## src/rtl/rpc_consts.svh

```systemverilog
// Register offsets, field positions, reset values and timing constants of the payload codec
`ifndef RPC_CONSTS_SVH
`define RPC_CONSTS_SVH

`define RPC_ADDR_CTRL     8'h00
`define RPC_ADDR_ENABLE   8'h04
`define RPC_ADDR_PERIOD   8'h08
`define RPC_ADDR_STATUS   8'h0C
`define RPC_ADDR_DEVID_LO 8'h10
`define RPC_ADDR_DEVID_HI 8'h14

`define RPC_CTRL_ABP      0
`define RPC_CTRL_SEND     1
`define RPC_EN_RST        5'h1F
`define RPC_PERIOD_RST    8'h0A
`define RPC_PERIOD_MIN    8'h01
`define RPC_PERIOD_MAX    8'hB4

`define RPC_BIT_TH        0
`define RPC_BIT_PRESS     1
`define RPC_BIT_AQ        2
`define RPC_BIT_LIGHT     3
`define RPC_BIT_CO2       4

`define RPC_IDX_LAST      4'hA
`define RPC_DL_TYPE_PER   8'h01
`define RPC_T_OFFSET      16'h2710
`define RPC_P_OFFSET      17'h1_3880

`define RPC_CLK_HZ        32'h0098_9680
`define RPC_MINUTE_S      32'h0000_003C
`define RPC_RETRY_S       32'h0000_00B4
`define RPC_JITTER_MASK   32'h03FF_FFFF
`define RPC_LFSR_SEED     32'hACE1_0001
`define RPC_DEV_ID        64'h0123_4567_89AB_CDEF

`endif

```

## src/rtl/rpc_pkg.sv

```systemverilog
// Types shared by the payload codec
`default_nettype none
package rpc_pkg;

  typedef enum logic [2:0] {
    RPC_J_REQ     = 3'b000,
    RPC_J_WAIT    = 3'b001,
    RPC_J_UP      = 3'b011,
    RPC_J_BACKOFF = 3'b010
  } rpc_join_t;

  typedef enum logic {
    RPC_T_IDLE = 1'b0,
    RPC_T_SEND = 1'b1
  } rpc_tx_t;

  typedef struct packed {
    rpc_join_t   jst;
    rpc_tx_t     tst;
    logic        abp;
    logic        send_req;
    logic [4:0]  en_mask;
    logic [7:0]  period;
    logic [31:0] tick;
    logic [7:0]  minutes;
    logic [31:0] backoff;
    logic [31:0] lfsr;
    logic [7:0]  retries;
    logic        join_req;
    logic [3:0]  idx;
    logic [7:0]  mask;
    logic [15:0] t;
    logic [7:0]  h;
    logic [15:0] p;
    logic [15:0] aq;
    logic [7:0]  l;
    logic [15:0] co2;
    logic [1:0]  dl_cnt;
    logic [7:0]  dl_type;
    logic [31:0] rdata;
  } rpc_state_t;

endpackage : rpc_pkg

`default_nettype wire

```

## src/rtl/rpc_codec.sv

```systemverilog
// Uplink payload builder, downlink period parser and network join sequencer
//
// Summary of operation
// - Uplink payload holds at most 11 bytes and at most 7 quantities.
// - Every payload value is an unsigned integer code.
// - Byte 0 is a presence mask; set bit means that field follows.
// - Mask bits: 0 temp+humidity, 1 pressure, 2 air quality, 3 light, 4 CO2.
// - Field order fixed; two-byte fields go low byte first.
// - Temperature code is (degrees plus 100) times 100.
// - Humidity code is percent times 2.5 in one byte.
// - Pressure code is (hPa minus 800) times 100.
// - Air-quality index sits in the low nine bits of its word.
// - Two-bit accuracy sits at bits 9 and 10 of the air-quality word.
// - Light code is logarithmic; lux equals exp(code/20) minus one.
// - CO2 field carries ppm directly, unscaled.
// - Only downlink type 1 exists; it sets the uplink period.
// - Downlink byte 0 is the type, byte 1 the period in minutes.
// - Join at every power-up unless personalised activation is selected; retry after a random delay near 3 minutes.
// - Both over-the-air and personalised activation, chosen by configuration.
// - A factory-set unique device identifier is readable in the settings.
`timescale 1ns/10ps
`default_nettype none
`include "rpc_consts.svh"

module rpc_codec #(
  parameter logic [31:0] MINUTE_CYCLES = `RPC_MINUTE_S * `RPC_CLK_HZ,
  parameter logic [31:0] RETRY_CYCLES  = `RPC_RETRY_S * `RPC_CLK_HZ,
  parameter logic [31:0] JITTER_MASK   = `RPC_JITTER_MASK,
  // Arbitrary identifier value, replaced per unit at manufacture
  parameter logic [63:0] DEV_ID        = `RPC_DEV_ID
) (
  input  wire logic        clk_in,
  input  wire logic        rst_in,
  input  wire logic [7:0]  addr_in,
  input  wire logic [31:0] wdata_in,
  input  wire logic        wr_in,
  input  wire logic        rd_in,
  output logic      [31:0] rdata_out,
  input  wire logic        th_valid_in,
  input  wire logic [15:0] temp_in,
  input  wire logic [9:0]  rh_in,
  input  wire logic        press_valid_in,
  input  wire logic [16:0] press_in,
  input  wire logic        aq_valid_in,
  input  wire logic [8:0]  aq_index_in,
  input  wire logic [1:0]  aq_acc_in,
  input  wire logic        light_valid_in,
  input  wire logic [7:0]  light_code_in,
  input  wire logic        co2_valid_in,
  input  wire logic [15:0] co2_in,
  output logic [7:0]       tx_data_out,
  output logic             tx_last_out,
  output logic             tx_valid_out,
  input  wire logic        tx_ready_in,
  input  wire logic [7:0]  dl_data_in,
  input  wire logic        dl_valid_in,
  input  wire logic        dl_last_in,
  output logic             join_req_out,
  input  wire logic        join_ok_in,
  input  wire logic        join_fail_in,
  output logic             joined_out
);

  rpc_pkg::rpc_state_t st;
  rpc_pkg::rpc_state_t next_st;
  logic                go;
  logic                push;
  logic                fifo_ready;
  logic [7:0]          cur_byte;
  logic                cur_last;
  logic [8:0]          fifo_out;

  function automatic logic period_ok(input logic [7:0] v);
    period_ok = (v >= `RPC_PERIOD_MIN) && (v <= `RPC_PERIOD_MAX);
  endfunction : period_ok

  // Whether payload byte idx is present for the given mask
  function automatic logic incl(input logic [3:0] idx, input logic [7:0] m);
    unique case (idx)
      4'h0:             incl = 1'b1;
      4'h1, 4'h2, 4'h3: incl = m[`RPC_BIT_TH];
      4'h4, 4'h5:       incl = m[`RPC_BIT_PRESS];
      4'h6, 4'h7:       incl = m[`RPC_BIT_AQ];
      4'h8:             incl = m[`RPC_BIT_LIGHT];
      4'h9, 4'hA:       incl = m[`RPC_BIT_CO2];
      default:          incl = 1'b0;
    endcase
  endfunction : incl

  function automatic logic [3:0] last_idx(input logic [7:0] m);
    last_idx = 4'h0;
    for (int i = 1; i <= 10; i++) begin
      if (incl(4'(i), m)) begin
        last_idx = 4'(i);
      end
    end
  endfunction : last_idx

  // Layout of the eleven possible bytes, low byte first
  function automatic logic [7:0] byte_of(input rpc_pkg::rpc_state_t s);
    unique case (s.idx)
      4'h0:    byte_of = s.mask;
      4'h1:    byte_of = s.t[7:0];
      4'h2:    byte_of = s.t[15:8];
      4'h3:    byte_of = s.h;
      4'h4:    byte_of = s.p[7:0];
      4'h5:    byte_of = s.p[15:8];
      4'h6:    byte_of = s.aq[7:0];
      4'h7:    byte_of = s.aq[15:8];
      4'h8:    byte_of = s.l;
      4'h9:    byte_of = s.co2[7:0];
      4'hA:    byte_of = s.co2[15:8];
      default: byte_of = 8'h00;
    endcase
  endfunction : byte_of

  assign cur_byte     = byte_of(st);
  assign cur_last     = (st.idx == last_idx(st.mask));
  assign push         = (st.tst == rpc_pkg::RPC_T_SEND) && incl(st.idx, st.mask);
  assign go           = (st.tst == rpc_pkg::RPC_T_IDLE) && (st.jst == rpc_pkg::RPC_J_UP)
                        && ((st.minutes >= st.period) || st.send_req);
  assign rdata_out    = st.rdata;
  assign join_req_out = st.join_req;
  assign joined_out   = (st.jst == rpc_pkg::RPC_J_UP);
  assign tx_data_out  = fifo_out[7:0];
  assign tx_last_out  = fifo_out[8];

  always_comb begin
    next_st          = st;
    next_st.join_req = 1'b0;
    next_st.rdata    = 32'h0000_0000;
    next_st.lfsr     = {st.lfsr[30:0], st.lfsr[31] ^ st.lfsr[21] ^ st.lfsr[1] ^ st.lfsr[0]};

    // Register writes
    if (wr_in) begin
      unique case (addr_in)
        `RPC_ADDR_CTRL: begin
          next_st.abp      = wdata_in[`RPC_CTRL_ABP];
          next_st.send_req = wdata_in[`RPC_CTRL_SEND];
        end
        `RPC_ADDR_ENABLE: next_st.en_mask = wdata_in[4:0];
        `RPC_ADDR_PERIOD: begin
          if (period_ok(wdata_in[7:0])) begin
            next_st.period = wdata_in[7:0];
          end
        end
        default: ;
      endcase
    end

    // Register reads, answered in the next cycle only
    if (rd_in) begin
      unique case (addr_in)
        `RPC_ADDR_CTRL:     next_st.rdata = {30'h0000_0000, st.send_req, st.abp};
        `RPC_ADDR_ENABLE:   next_st.rdata = {27'h000_0000, st.en_mask};
        `RPC_ADDR_PERIOD:   next_st.rdata = {24'h00_0000, st.period};
        `RPC_ADDR_STATUS:   next_st.rdata = {16'h0000, st.retries, 3'h0,
                                             st.tst, joined_out, st.jst};
        `RPC_ADDR_DEVID_LO: next_st.rdata = DEV_ID[31:0];
        `RPC_ADDR_DEVID_HI: next_st.rdata = DEV_ID[63:32];
        default:            next_st.rdata = 32'h0000_0000;
      endcase
    end

    // Join sequencer; only reset or an undefined state code brings it back to the request state
    unique case (st.jst)
      rpc_pkg::RPC_J_REQ: begin
        // A select written in the first cycle after reset already counts here
        if (next_st.abp) begin
          next_st.jst = rpc_pkg::RPC_J_UP;
        end else begin
          next_st.join_req = 1'b1;
          next_st.jst      = rpc_pkg::RPC_J_WAIT;
        end
      end
      rpc_pkg::RPC_J_WAIT: begin
        if (join_ok_in) begin
          next_st.jst = rpc_pkg::RPC_J_UP;
        end else if (join_fail_in) begin
          // Random shortening spreads retries of many units apart
          next_st.backoff = RETRY_CYCLES - (st.lfsr & JITTER_MASK);
          next_st.retries = st.retries + 8'h01;
          next_st.jst     = rpc_pkg::RPC_J_BACKOFF;
        end
      end
      rpc_pkg::RPC_J_BACKOFF: begin
        if (st.backoff == 32'h0000_0000) begin
          next_st.join_req = 1'b1;
          next_st.jst      = rpc_pkg::RPC_J_WAIT;
        end else begin
          next_st.backoff = st.backoff - 32'h0000_0001;
        end
      end
      rpc_pkg::RPC_J_UP: ;
      default: next_st.jst = rpc_pkg::RPC_J_REQ;
    endcase

    // Period timer in whole minutes
    if (st.tick >= MINUTE_CYCLES - 32'h0000_0001) begin
      next_st.tick = 32'h0000_0000;
      if (st.minutes != 8'hFF) begin
        next_st.minutes = st.minutes + 8'h01;
      end
    end else begin
      next_st.tick = st.tick + 32'h0000_0001;
    end

    // Snapshot of readings as unsigned codes
    if (go) begin
      next_st.tst      = rpc_pkg::RPC_T_SEND;
      next_st.idx      = 4'h0;
      // A send-now written in this very cycle survives for the next payload
      next_st.send_req = wr_in && (addr_in == `RPC_ADDR_CTRL) && wdata_in[`RPC_CTRL_SEND];
      next_st.minutes  = 8'h00;
      next_st.tick     = 32'h0000_0000;
      next_st.mask     = {3'b000,
                          co2_valid_in && st.en_mask[`RPC_BIT_CO2],
                          light_valid_in && st.en_mask[`RPC_BIT_LIGHT],
                          aq_valid_in && st.en_mask[`RPC_BIT_AQ],
                          press_valid_in && st.en_mask[`RPC_BIT_PRESS],
                          th_valid_in && st.en_mask[`RPC_BIT_TH]};
      next_st.t        = temp_in + `RPC_T_OFFSET;
      next_st.h        = rh_in[9:2];
      next_st.p        = 16'(press_in - `RPC_P_OFFSET);
      next_st.aq       = {5'b00000, aq_acc_in, aq_index_in};
      next_st.l        = light_code_in;
      next_st.co2      = co2_in;
    end

    // Byte walk: absent bytes are skipped, present ones wait for FIFO room
    if (st.tst == rpc_pkg::RPC_T_SEND) begin
      if (!push || fifo_ready) begin
        if (st.idx >= `RPC_IDX_LAST || (push && cur_last)) begin
          next_st.tst = rpc_pkg::RPC_T_IDLE;
        end else begin
          next_st.idx = st.idx + 4'h1;
        end
      end
    end

    // Downlink parse: exactly two bytes, type 1, period in range
    if (dl_valid_in) begin
      if (st.dl_cnt == 2'h0) begin
        next_st.dl_type = dl_data_in;
      end
      if (st.dl_cnt == 2'h1 && dl_last_in && st.dl_type == `RPC_DL_TYPE_PER
          && period_ok(dl_data_in)) begin
        next_st.period = dl_data_in;
      end
      if (dl_last_in) begin
        next_st.dl_cnt = 2'h0;
      end else if (st.dl_cnt != 2'h3) begin
        next_st.dl_cnt = st.dl_cnt + 2'h1;
      end
    end
  end

  always_ff @(posedge clk_in) begin
    if (rst_in) begin
      st         <= '0;
      st.jst     <= rpc_pkg::RPC_J_REQ;
      st.tst     <= rpc_pkg::RPC_T_IDLE;
      st.en_mask <= `RPC_EN_RST;
      st.period  <= `RPC_PERIOD_RST;
      st.lfsr    <= `RPC_LFSR_SEED;
    end else begin
      st <= next_st;
    end
  end

  // Four bytes of slack let the walk run ahead of a slow radio
  rpc_fifo #(
    .WIDTH(9),
    .DEPTH(4)
  ) u_fifo (
    .clk_in        (clk_in),
    .rst_in        (rst_in),
    .in_valid_in   (push),
    .in_ready_out  (fifo_ready),
    .in_data_in    ({cur_last, cur_byte}),
    .out_valid_out (tx_valid_out),
    .out_ready_in  (tx_ready_in),
    .out_data_out  (fifo_out)
  );

  a_payload_bound: assert property (@(posedge clk_in) disable iff (rst_in)
    push |-> st.idx <= `RPC_IDX_LAST)
    else $error("payload index beyond last field");

  a_mask_reserved: assert property (@(posedge clk_in) disable iff (rst_in)
    go |=> st.mask[7:5] == 3'b000
           && st.mask[4] == $past(co2_valid_in && st.en_mask[4])
           && st.mask[0] == $past(th_valid_in && st.en_mask[0]))
    else $error("presence mask wrong");

  a_mask_first: assert property (@(posedge clk_in) disable iff (rst_in)
    go |=> push && cur_byte == st.mask)
    else $error("payload does not open with the mask");

  a_temp_code: assert property (@(posedge clk_in) disable iff (rst_in)
    go |=> st.t == 16'($past(temp_in) + 16'h2710))
    else $error("temperature code wrong");

  a_hum_press: assert property (@(posedge clk_in) disable iff (rst_in)
    go |=> st.h == $past(rh_in[9:2]) && st.p == 16'($past(press_in) - 17'h1_3880))
    else $error("humidity or pressure code wrong");

  a_aq_word: assert property (@(posedge clk_in) disable iff (rst_in)
    go |=> (st.aq & 16'h01FF) == 16'($past(aq_index_in))
           && ((st.aq >> 9) & 16'h0003) == 16'($past(aq_acc_in)))
    else $error("air quality word wrong");

  a_low_first: assert property (@(posedge clk_in) disable iff (rst_in)
    push && fifo_ready && st.idx == 4'h1 |=> push && cur_byte == st.t[15:8])
    else $error("temperature high byte not next");

  a_co2_direct: assert property (@(posedge clk_in) disable iff (rst_in)
    go |=> st.co2 == $past(co2_in) && st.l == $past(light_code_in))
    else $error("carbon dioxide or light field altered");

  a_period_set: assert property (@(posedge clk_in) disable iff (rst_in)
    dl_valid_in && dl_last_in && st.dl_cnt == 2'h1 && !wr_in
    |=> st.period == (($past(st.dl_type) == 8'h01 && $past(dl_data_in) >= 8'h01
                       && $past(dl_data_in) <= 8'hB4) ? $past(dl_data_in)
                                                      : $past(st.period)))
    else $error("downlink period handling wrong");

  a_join_retry: assert property (@(posedge clk_in) disable iff (rst_in)
    st.jst == rpc_pkg::RPC_J_WAIT && !join_ok_in && join_fail_in
    |=> st.jst == rpc_pkg::RPC_J_BACKOFF ##1 !join_req_out)
    else $error("failed join not followed by back-off");

  a_abp_direct: assert property (@(posedge clk_in) disable iff (rst_in)
    st.jst == rpc_pkg::RPC_J_REQ && wr_in && addr_in == `RPC_ADDR_CTRL
    && wdata_in[`RPC_CTRL_ABP] |=> joined_out && !join_req_out)
    else $error("personalised activation still requested a join");

endmodule : rpc_codec

`default_nettype wire

```

## src/rtl/rpc_fifo.sv

```systemverilog
// Small synchronous FIFO with valid and ready on both sides
`timescale 1ns/10ps
`default_nettype none

module rpc_fifo #(
  parameter int WIDTH = 9,
  parameter int DEPTH = 4
) (
  input  wire logic             clk_in,
  input  wire logic             rst_in,
  input  wire logic             in_valid_in,
  output logic                  in_ready_out,
  input  wire logic [WIDTH-1:0] in_data_in,
  output logic                  out_valid_out,
  input  wire logic             out_ready_in,
  output logic      [WIDTH-1:0] out_data_out
);

  localparam int AW = $clog2(DEPTH);
  localparam int CW = $clog2(DEPTH + 1);

  typedef struct packed {
    logic [DEPTH-1:0][WIDTH-1:0] mem;
    logic [AW-1:0]               wr;
    logic [AW-1:0]               rd;
    logic [CW-1:0]               cnt;
  } rpc_fifo_st_t;

  rpc_fifo_st_t st;
  rpc_fifo_st_t next_st;
  logic         push;
  logic         pop;

  assign in_ready_out  = (st.cnt != CW'(DEPTH));
  assign out_valid_out = (st.cnt != '0);
  assign out_data_out  = st.mem[st.rd];
  assign push          = in_valid_in && in_ready_out;
  assign pop           = out_valid_out && out_ready_in;

  always_comb begin
    next_st = st;
    if (push) begin
      next_st.mem[st.wr] = in_data_in;
      next_st.wr         = (st.wr == AW'(DEPTH - 1)) ? '0 : st.wr + 1'b1;
    end
    if (pop) begin
      next_st.rd = (st.rd == AW'(DEPTH - 1)) ? '0 : st.rd + 1'b1;
    end
    // Simultaneous push and pop keeps the count
    if (push && !pop) begin
      next_st.cnt = st.cnt + 1'b1;
    end else if (pop && !push) begin
      next_st.cnt = st.cnt - 1'b1;
    end
  end

  always_ff @(posedge clk_in) begin
    if (rst_in) begin
      st <= '0;
    end else begin
      st <= next_st;
    end
  end

endmodule : rpc_fifo

`default_nettype wire

```

## config.mk

```make
export PLATFORM = sky130hd
export DESIGN_NAME = rpc_codec
export DESIGN_NICKNAME = d
export VERILOG_FILES = /design/src/rtl/rpc_pkg.sv /design/src/rtl/rpc_codec.sv /design/src/rtl/rpc_fifo.sv
export VERILOG_INCLUDE_DIRS = /design/src /design/src/rtl
export SDC_FILE = /design/constraint.sdc
export NUM_CORES = 1
export LEC_CHECK = 0
export CAP_MARGIN = 40
export CORE_ASPECT_RATIO = 1.5
export CORE_MARGIN = 2
export CORE_UTILIZATION = 69
export CTS_CLUSTER_SIZE = 40
export DETAILED_ROUTE_END_ITERATION = 7
export DONT_BUFFER_PORTS = 1
export PLACE_DENSITY = 0.85
export RECOVER_POWER = 50
export SLEW_MARGIN = 40
export SYNTH_ARGS = -nofsm -noshare
export SYNTH_HDL_FRONTEND = slang
export SYNTH_HIERARCHICAL = 1
export SYNTH_SLANG_ARGS = --single-unit
```

## constraint.sdc

```tcl
create_clock -name clk_in -period 7.5 [get_ports clk_in]
set_input_delay 1.125 -clock clk_in [delete_from_list [all_inputs] [get_ports clk_in]]
set_output_delay 1.125 -clock clk_in [all_outputs]
set_load 0.05 [all_outputs]
```

### After elaboration in Yosys (flattened, before gate mapping)

Index checks and enable logic that the tools add are counted.

| cells by class | value |
|---|---|
| add/sub/neg operators | 13 |
| $lt $le $gt $ge | 10 |
| equality and inequality tests | 31 |
| muxes and demuxes | 47 |
| bitwise operators | 7 |
| reduce and logical (&&, ||, !) cells | 53 |

Operators by type and width:

| operator | number |
|---|---|
| case mux 32 bit (6 select lines) | 1 |
| 2-to-1 mux 32 bit | 3 |
| 2-to-1 mux 92 bit | 1 |
| case mux 8 bit (11 select lines) | 1 |
| case mux 32 bit (2 select lines) | 1 |
| bitwise mux 36 bit | 1 |
| adder 32 x 1 -> 32 bit (second input constant) | 1 |
| greater-or-equal comparator 32 x 30 -> 1 bit (second input constant) | 1 |
| zero test 32 bit | 1 |
| 2-to-1 mux 8 bit | 4 |
| subtractor 31 x 26 -> 32 bit (first input constant) | 1 |
| subtractor 32 x 1 -> 32 bit (second input constant) | 1 |
| 2-to-1 mux 4 bit | 7 |
| logical AND 1 bit | 21 |
| binary-select mux 9 bit (select 2 bit) | 1 |
| demux 9 bit (select 2 bit) | 1 |
| 2-to-1 mux 9 bit | 2 |
| adder 16 x 14 -> 16 bit (second input constant) | 1 |
| adder 8 x 1 -> 8 bit (second input constant) | 2 |
| == test 4 x 3 -> 1 bit (second input constant) | 4 |
| == test 8 x 4 -> 1 bit (second input constant) | 2 |
| == test 8 x 5 -> 1 bit (second input constant) | 2 |
| greater-or-equal comparator 8 x 1 -> 1 bit (second input constant) | 2 |
| less-or-equal comparator 8 bit (second input constant) | 2 |
| other kinds (45) | 97 |

| word-level totals | value |
|---|---|
| register bits | 301 |
| output and inout port bits | 44 |
| logic and storage cells | 191 |

### Longest topological paths before layout

Gate-level depths: netlist (run 1).

| logic depth | value |
|---|---|
| depth after elaboration | 11 |
| mapped depth | 14 |

### Modules after synthesis

The synthesis (run 1) kept the hierarchy.

Modules (own cells, without submodules):

| module | instances | cells each | area an instance (µm²) |
|---|---|---|---|
| rpc_codec | 1 | 1445 | 11783.8 |
| rpc_fifo | 1 | 184 | 2069.5 |

### Least setup slack after synthesis (run 1)

OpenSTA, ideal clock, no wires.

| path | value |
|---|---|
| path kind | register to register |
| from | register st[130] (netlist bit) |
| to | register u_fifo/st[2] (netlist bit) |
| data arrival time | 2913 ps |
| required time | 7430 ps |
| setup slack | 4517 ps |
| stages on the path, launching flop included | 15 |
| cell sequence | dfxtp_1 -> inv_1 -> ha_1 -> clkbuf_1 -> o311ai_0 -> a31oi_1 -> o21a_1 -> clkbuf_1 -> and2_1 -> ha_1 -> inv_1 -> fa_1 -> xor2_1 -> or3_1 -> a21oi_1 |

| between the ends | value |
|---|---|
| word-level cells in the longest chain between the ends | 8 |
| elaborated cells on any way between the ends | 23 |
| those cells by class | 10 x eq/ne; 2 x mux; 11 x reduce/logical |

RTL lines:

| item | RTL line | RTL |
|---|---|---|
| start, declared | rpc_codec.sv:64 | `rpc_pkg::rpc_state_t st;` |
| start signal, assigned | rpc_codec.sv:267 | `st <= next_st;` |
| == test 4 x 1 -> 1 bit (tied with other cells) | rpc_codec.sv:79 | `unique case (idx)` |
| OR reduction 3 bit or OR reduction 2 bit (tied branches) | rpc_codec.sv:79 |  |
| case mux 1 bit (6 select lines) * | rpc_codec.sv:79 |  |
| logical AND 1 bit * | rpc_codec.sv:119 | `assign push = (st.tst == rpc_pkg::RPC_T_SEND) && incl(st.idx, st.mask);` |
| net push | rpc_codec.sv:67 | `logic push;` |
| logical AND 1 bit * | rpc_fifo.sv:37 | `assign push = in_valid_in && in_ready_out;` |
| net u_fifo.push | rpc_fifo.sv:31 | `logic push;` |
| zero test 1 bit | rpc_fifo.sv:52 | `end else if (pop && !push) begin` |
| logical AND 1 bit | rpc_fifo.sv:52 |  |
| nonzero test 2 bit (no line) | - |  |
| end signal, assigned | rpc_fifo.sv:61 | `st <= next_st;` |
| end, declared | rpc_fifo.sv:29 | `rpc_fifo_st_t st;` |

The timed path passes the listed nets; every way through them passes the cells marked *.
A chain may end at the register's enable or synchronous reset.

### Worst setup path in the final report (run 1)

| path | value |
|---|---|
| from | register st[207] (netlist bit) |
| to | register st[132] (netlist bit) |

| between the ends | value |
|---|---|
| word-level cells in the longest chain between the ends | 7 |

RTL lines:

| item | RTL line | RTL |
|---|---|---|
| greater-or-equal comparator 8 bit * | rpc_codec.sv:121 | `&& ((st.minutes >= st.period) \|\| st.send_req);` |
| logical OR 1 bit * | rpc_codec.sv:121 |  |
| logical AND 1 bit * | rpc_codec.sv:121 |  |
| 2-to-1 mux 92 bit * | rpc_codec.sv:209 | `if (go) begin` |
| 2-to-1 mux 4 bit | rpc_codec.sv:233 | `` if (st.idx >= `RPC_IDX_LAST \|\| (push && cur_last)) begin `` |
| 2-to-1 mux 4 bit | rpc_codec.sv:232 | `if (!push \|\| fifo_ready) begin` |
| 2-to-1 mux 4 bit * | rpc_codec.sv:231 | `if (st.tst == rpc_pkg::RPC_T_SEND) begin` |

Mark *: on every way between the ends. The rest lies on a longest branch, timed or not.

==> results of run 1 <==
## worst max-delay path by stage
stage	start	end	cells past startpoint
6_report	st[207]$_SDFFE_PP0P_	st[132]$_SDFF_PP0_	9
5_1_grt	st[207]$_SDFFE_PP0P_	st[132]$_SDFF_PP0_	9
4_1_cts	st[131]$_SDFF_PP0_	u_fifo/st[2]$_SDFFE_PP0P_	12
3_5_place_dp	st[131]$_SDFF_PP0_	u_fifo/st[2]$_SDFFE_PP0P_	12
3_3_place_gp	st[131]$_SDFF_PP0_	u_fifo/st[2]$_SDFFE_PP0P_	12
2_1_floorplan	st[130]$_SDFF_PP0_	u_fifo/st[2]$_SDFFE_PP0P_	14
## state kept, by name, indices dropped and copies added (netlist names)
signal,flops
rdata_out,18
next_st,31
st,193
u_fifo/st,43
join_req_out,1
## per-stage QoR
| stage | std cells | utilization, % | power [W] | hold WS [ns] |
|---|---|---|---|---|
| 3_3_place_gp | 1778 | 69.2 | 0.00223 | 0.397 |
| 3_5_place_dp | 1779 | 69.4 | 0.00225 | 0.398 |
| 2_1_floorplan | 1638 | - | 0.00215 | 0.389 |
| 6_report | 1831 | 74.1 | 0.00370 | 0.417 |
| 4_1_cts | 1831 | 74.4 | 0.00371 | 0.421 |
| 5_1_grt | 1831 | 74.1 | 0.00385 | 0.432 |
## area by class of cell
type                       instances  area [um2]
clock buffer                      36         782
clock inverter                    16         196
fill                            1467        5100
inverter                          44         165
multi-input combinational       1184        7370
sequential                       286        5730
tap                              260         325
timing repair buffer               5        42.5
## cells in the mapped netlist, drive strengths merged (8+ instances only)
cell type,n,area (um2)
nand4,23,150
mux4,11,248
o31ai,12,95.1
ha,30,375
o22ai,9,62.6
nand2b,54,338
xor2,46,403
and2,8,50.1
and3,20,130
or2,9,56.3
a221oi,9,85.1
nand2,212,798
dfxtp,286,5730
nand3,51,260
mux2i,46,460
a222oi,12,120
a31oi,14,87.6
clkbuf,70,263
o21ai,50,254
or3,11,68.8
nor3,31,170
a211oi,24,185
xnor2,39,342
nor2b,31,194
nor4,20,146
inv,43,161
a21oi,138,691
buf,54,355
nor2,156,593
a22oi,14,105
## power by group through the flow
stage               Sequential (W)  Clock (W)  Combinational, W
floorplan                  0.00166          0          0.000493
global placement           0.00169          0          0.000538
detailed placement         0.00169          0          0.000555
CTS                        0.00166    0.00149          0.000560
global route               0.00167    0.00155          0.000625
finish                     0.00166    0.00148          0.000562
## metal layers
metal / track usage [%] / vias up / part of all wire [%]
met5: 0 / - / 0
met2: 55.5 / 458 / 51
met3: 3.76 / 98 / 5.9
li1: - / 5534 / -
met4: 11.5 / 0 / 3.5
met1: 36.9 / 5532 / 39
## cell families after synthesis
family / after synthesis
other cells: 1
compound gates: 341
flops: 286
simple gates: 654
xor+xnor: 85
mux: 63
buf+inv: 168
fa+ha+maj: 31
## critical path: stages (launching register included)
cell	delay (ns)
dfxtp_1	0.45
inv_1	0.07
ha_1	0.28
o21ai_0	0.18
a21oi_1	0.14
o21ai_4	0.13
clkbuf_1	2.05
nand2b_1	0.81
a211o_1	0.48
o31ai_1	0.06
==> run summary, run 1 <==
Crit path DAT - 5.23 ns
YS warnings - 6
R2r worst-path depth - 9
Share of post-route cells with drive strength above 1 - 6.49%
Status - complete, but fails checks
Layout area overhead - 5.43%
VDD IR max - 0.000207 V
Clock Skew - 0.00847 ns
Multiplexer share of the synthesized area - 5.60%
Final Hold Viols - 0
First-pass DRT Iterations - 6
Sw frac - 28.2%
Hold Crit Class - reg2reg
CP Capture Type - flop
Synth Area in Adders - 2.85%
FMAX - 209 MHz
CTS Hold Bufs - 0
Number of synthesized register bits - 286
Endpoints failing setup - 0
CTS tree - built
Starting Density - 70.3%
Vias - 11600
Placeable Area - 0.0197 mm2
Cts repair resizes - 0
Clock latency on the worst-skew pair - 0.54 ns
FP Rows - 63
Total Die Area - 0.0212 mm2
DR DRC count - 0
Root buffer cell - clkbuf_16
Global-route wire length before repair - 54.0 mm
Synth async-reset ratio - 0%
Antenna violations before repair - 0
CP Data Required Time - 7.95 ns
Hold Path Sink - next_st[171]$_SDFF_PP1_
Largest net degree at the start of global routing - 248
DRT iter0 DRCs - 1180
Startpoint types - flop
H-Tree Depth - 1
Pwr per Cell Area - 253 mW/mm2
Synthesized area - 0.0139 mm2
ANT nets after route - 0
Post-Synthesis Cells - 1629
Most frequent cells in the layout - dfxtp_1 (286), nand2_1 (211), nor2_1 (155), a21oi_1 (138), nand2b_1 (54)
Clock share of power - 39.9%
Max Cap Violations - 5
Simple-gate area share of the yosys netlist - 23.1%
DP HPWL - 22.5 mm
Post-DP Area - 0.0137 mm2
Drt wl/cell - 18.2 um
R2R Path Start - st[207]$_SDFFE_PP0P_
Sequential power share - 44.9%
Setup CP Type - reg2reg
Failing checks - max-capacitance violations, max-slew violations
Io pins - 184
Slew Limit Fails - 150
Gate power share - 15.2%
Tmin final - 4.78 ns
Clk pin slew, worst setup/hold paths - 0.07 ns
Top_reg_cell synth - dfxtp_1
Fin area - 0.0146 mm2
Placer Congestion - 0.911
Die height - 178 um
Ant. Diodes - 0
Worst Tran Pin Value - 2.92 ns
Hold Path Depth - 1
GRT Total Usage - 30.6%
Grt ovf - 0
DP Worst Slack - 3.74 ns
Post-CTS setup buffers - 0
Most common cell after layout, fill and taps aside - dfxtp_1
EDFF count, synth - 0
Max Fanout on Critical Path - 70
XOR/XNOR Fraction of Synth Area - 5.37%
Number of global-route vias before repair - 11100
Chip Width - 120 um
Largest family of logic cells by synthesized area - simple AND/OR/NAND/NOR gates
Vias per Instance - 6.35
Reg-to-reg endpoint - st[132]$_SDFF_PP0_
P_int - 0.00266 W
RSZ-0062 raised after global routing - false
Hold wc startpoint - next_st[170]$_SDFF_PP1_
Setup ws final - 2.72 ns
Fin Setup TNS - 0 ns
Port Buf Inserts - 0
CTS sink count - 286
Nets@finish - 1720
Compound-Gate Fraction of Synth Area - 16.1%
P_leak - 5.39 nW
Final period util - 63.7%
Syn avg cell area - 8.50 um2
Switching pwr - 0.00104 W
Clk buf depth - 3
Reg2Reg Setup Slack - 2.72 ns
Seq/Total Area, Yosys - 41.3%
Distinct cell type count after synthesis - 87
CTS Buf Count - 28
Final wirelength - 33.3 mm
Slew HR - -94.7%
No activity file was read; power rests on OpenSTA's default activity.
==> run 2: changes to the inputs <==
--- a/config.mk
+++ b/config.mk
@@ -9,11 +9,11 @@
 export CAP_MARGIN = 40
 export CORE_ASPECT_RATIO = 1.5
 export CORE_MARGIN = 2
-export CORE_UTILIZATION = 69
+export CORE_UTILIZATION = 64
 export CTS_CLUSTER_SIZE = 40
 export DETAILED_ROUTE_END_ITERATION = 7
 export DONT_BUFFER_PORTS = 1
-export PLACE_DENSITY = 0.85
+export PLACE_DENSITY = 0.8
 export RECOVER_POWER = 50
 export SLEW_MARGIN = 40
 export SYNTH_ARGS = -nofsm -noshare
==> constraint.sdc (replaced) <==
create_clock -name clk_in -period 4.9 [get_ports clk_in]
set_input_delay 0.735 -clock clk_in [delete_from_list [all_inputs] [get_ports clk_in]]
set_output_delay 0.735 -clock clk_in [all_outputs]
set_load 0.05 [all_outputs]
==> run summary, run 2 (synthesized netlist as in run 1, its figures left out) <==
Status - complete, but fails checks
Failing checks - max-capacitance violations, max-slew violations
Cts repair resizes - 0
CP Capture Type - flop
FP Rows - 65
Final period util - 81.7%
Starting Density - 65.5%
Drt wl/cell - 18.0 um
Placeable Area - 0.0211 mm2
Slew HR - -26.1%
Most common cell after layout, fill and taps aside - dfxtp_1
CP Data Required Time - 5.37 ns
Top reg by flops - st
Hold Path Sink - rdata_out[4]$_SDFF_PP0_
Fin area - 0.0146 mm2
Total Die Area - 0.0229 mm2
P_leak - 5.38 nW
Multi-input gate area - 0.00738 mm2
Gate power share - 15.5%
Layout area overhead - 5.11%
Worst Tran Pin Value - 1.89 ns
Reg-to-reg endpoint - st[130]$_SDFF_PP0_
FMAX - 250 MHz
Endpoints failing setup - 0
Dpl cells - 1786
Setup ws final - 0.895 ns
H-Tree Depth - 1
Placer Congestion - 0.892
GRT Total Usage - 28.0%
CTS Buf Count - 26
Die height - 184 um
Switching pwr - 0.00157 W
DR DRC count - 0
Pwr per Cell Area - 384 mW/mm2
Register area - 0.00573 mm2
DP Worst Slack - 1.24 ns
Fin Setup TNS - 0 ns
Nets@finish - 1718
DRT iter0 DRCs - 974
First-pass DRT Iterations - 6
Clk buf depth - 3
Clock latency on the worst-skew pair - 0.54 ns
Crit path launch - st[207]$_SDFFE_PP0P_
Clock share of power - 39.0%
Clock Skew - 0.0116 ns
CTS sink count - 286
Io pins - 184
Sequential power share - 45.5%
Most frequent cells in the layout - dfxtp_1 (286), nand2_1 (210), nor2_1 (153), a21oi_1 (138), nand2b_1 (54)
CTS tree - built
DP HPWL - 22.7 mm
Final core utilization - 68.9%
Global-route wire length before repair - 52.1 mm
Non-Filler Instances - 1834
Ant. Diodes - 0
RSZ-0062 raised after global routing - false
Clk pin slew, worst setup/hold paths - 0.07 ns
Post-CTS setup buffers - 0
Tmin final - 4.00 ns
Setup CP Type - reg2reg
Post-DP Area - 0.0137 mm2
Largest net degree at the start of global routing - 248
Max Cap Violations - 2
R2r worst-path depth - 10
Hold wc startpoint - addr_in[4]
ANT nets after route - 0
VDD IR max - 0.000327 V
Crit path DAT - 4.48 ns
Antenna violations before repair - 0
Number of global-route vias before repair - 10800
Slew Limit Fails - 2
Max reg flops - 193
Vias - 11400
Vias per Instance - 6.21
Root buffer cell - clkbuf_16
P_int - 0.00402 W
Port Buf Inserts - 0
Final wirelength - 32.9 mm
Share of post-route cells with drive strength above 1 - 6.39%
Hold Path Depth - 1
Chip Width - 124 um
# fillers - 1738
Startpoint types - flop
Final Hold Viols - 0
CTS Hold Bufs - 0
Hold Crit Class - in2reg
R2R Path Start - st[207]$_SDFFE_PP0P_
Reg2Reg Setup Slack - 0.90 ns
Grt ovf - 0
Max Fanout on Critical Path - 37
Sw frac - 28.0%
==> run 2: cell types whose count changed in the layout (fill, tap and decap cells not counted), sizes merged <==
| cell | before | now |
|---|---|---|
| clkbuf | 38 | 35 |
| bufinv | 4 | 5 |
| inv | 44 | 43 |
| clkinv | 7 | 8 |
| clkinvlp | 5 | 2 |
==> run 2: worst max-delay path, stage by stage (launching register included) <==
cell and delay [ns]:
dfxtp_1 0.46, inv_1 0.08, ha_1 0.29, o21ai_0 0.16, a21oi_1 0.12, o21ai_0 1.03, clkbuf_1 0.85, buf_4 0.51
nand2_1 0.09, mux2_2 0.26, nor2_1 0.07
==> run 2: layout make-up <==
cell class                      count  area share [%]
Multi-Input combinational cell   1184            50.7
Sequential cell                   286            39.3
Clock buffer                       33            4.93
Tap cell                          268            2.30
Clock inverter                     14            1.37
Inverter                           44            1.13
Timing Repair Buffer                5           0.232
==> run 2: power by group through the flow <==
stage               registers, W  logic [W]  clock network [W]
floorplan                0.00254   0.000754                  0
global placement         0.00259   0.000828                  0
detailed placement       0.00259   0.000851                  0
CTS                      0.00254   0.000858            0.00221
global route             0.00255   0.000945            0.00229
finish                   0.00254   0.000865            0.00218
==> run 2: through the flow <==
step | total power (W) | hold slack (ns)
2_1_floorplan | 0.00329 | 0.389
3_3_place_gp | 0.00341 | 0.391
3_5_place_dp | 0.00344 | 0.397
4_1_cts | 0.00561 | 0.270
5_1_grt | 0.00579 | 0.271
6_report | 0.00558 | 0.286
==> run 2: worst max-delay path by stage <==
| stage | to | slack [ns] | cells past startpoint |
|---|---|---|---|
| after floorplan | u_fifo/st[2]$_SDFFE_PP0P_ | 1.92 | 14 |
| after global placement | u_fifo/st[2]$_SDFFE_PP0P_ | 1.30 | 12 |
| after detailed placement | u_fifo/st[2]$_SDFFE_PP0P_ | 1.24 | 12 |
| after CTS | u_fifo/st[2]$_SDFFE_PP0P_ | 1.16 | 12 |
| after global routing | st[130]$_SDFF_PP0_ | 0.59 | 10 |
| final | st[130]$_SDFF_PP0_ | 0.90 | 10 |
==> run 2: routing by layer <==
layer	track usage, %	part of all wire [%]	vias up
met4	10.4	3.9	0
met2	51.1	52	337
met3	4.46	5.7	95
met5	0	0	-
li1	-	-	5510
met1	32.2	39	5454
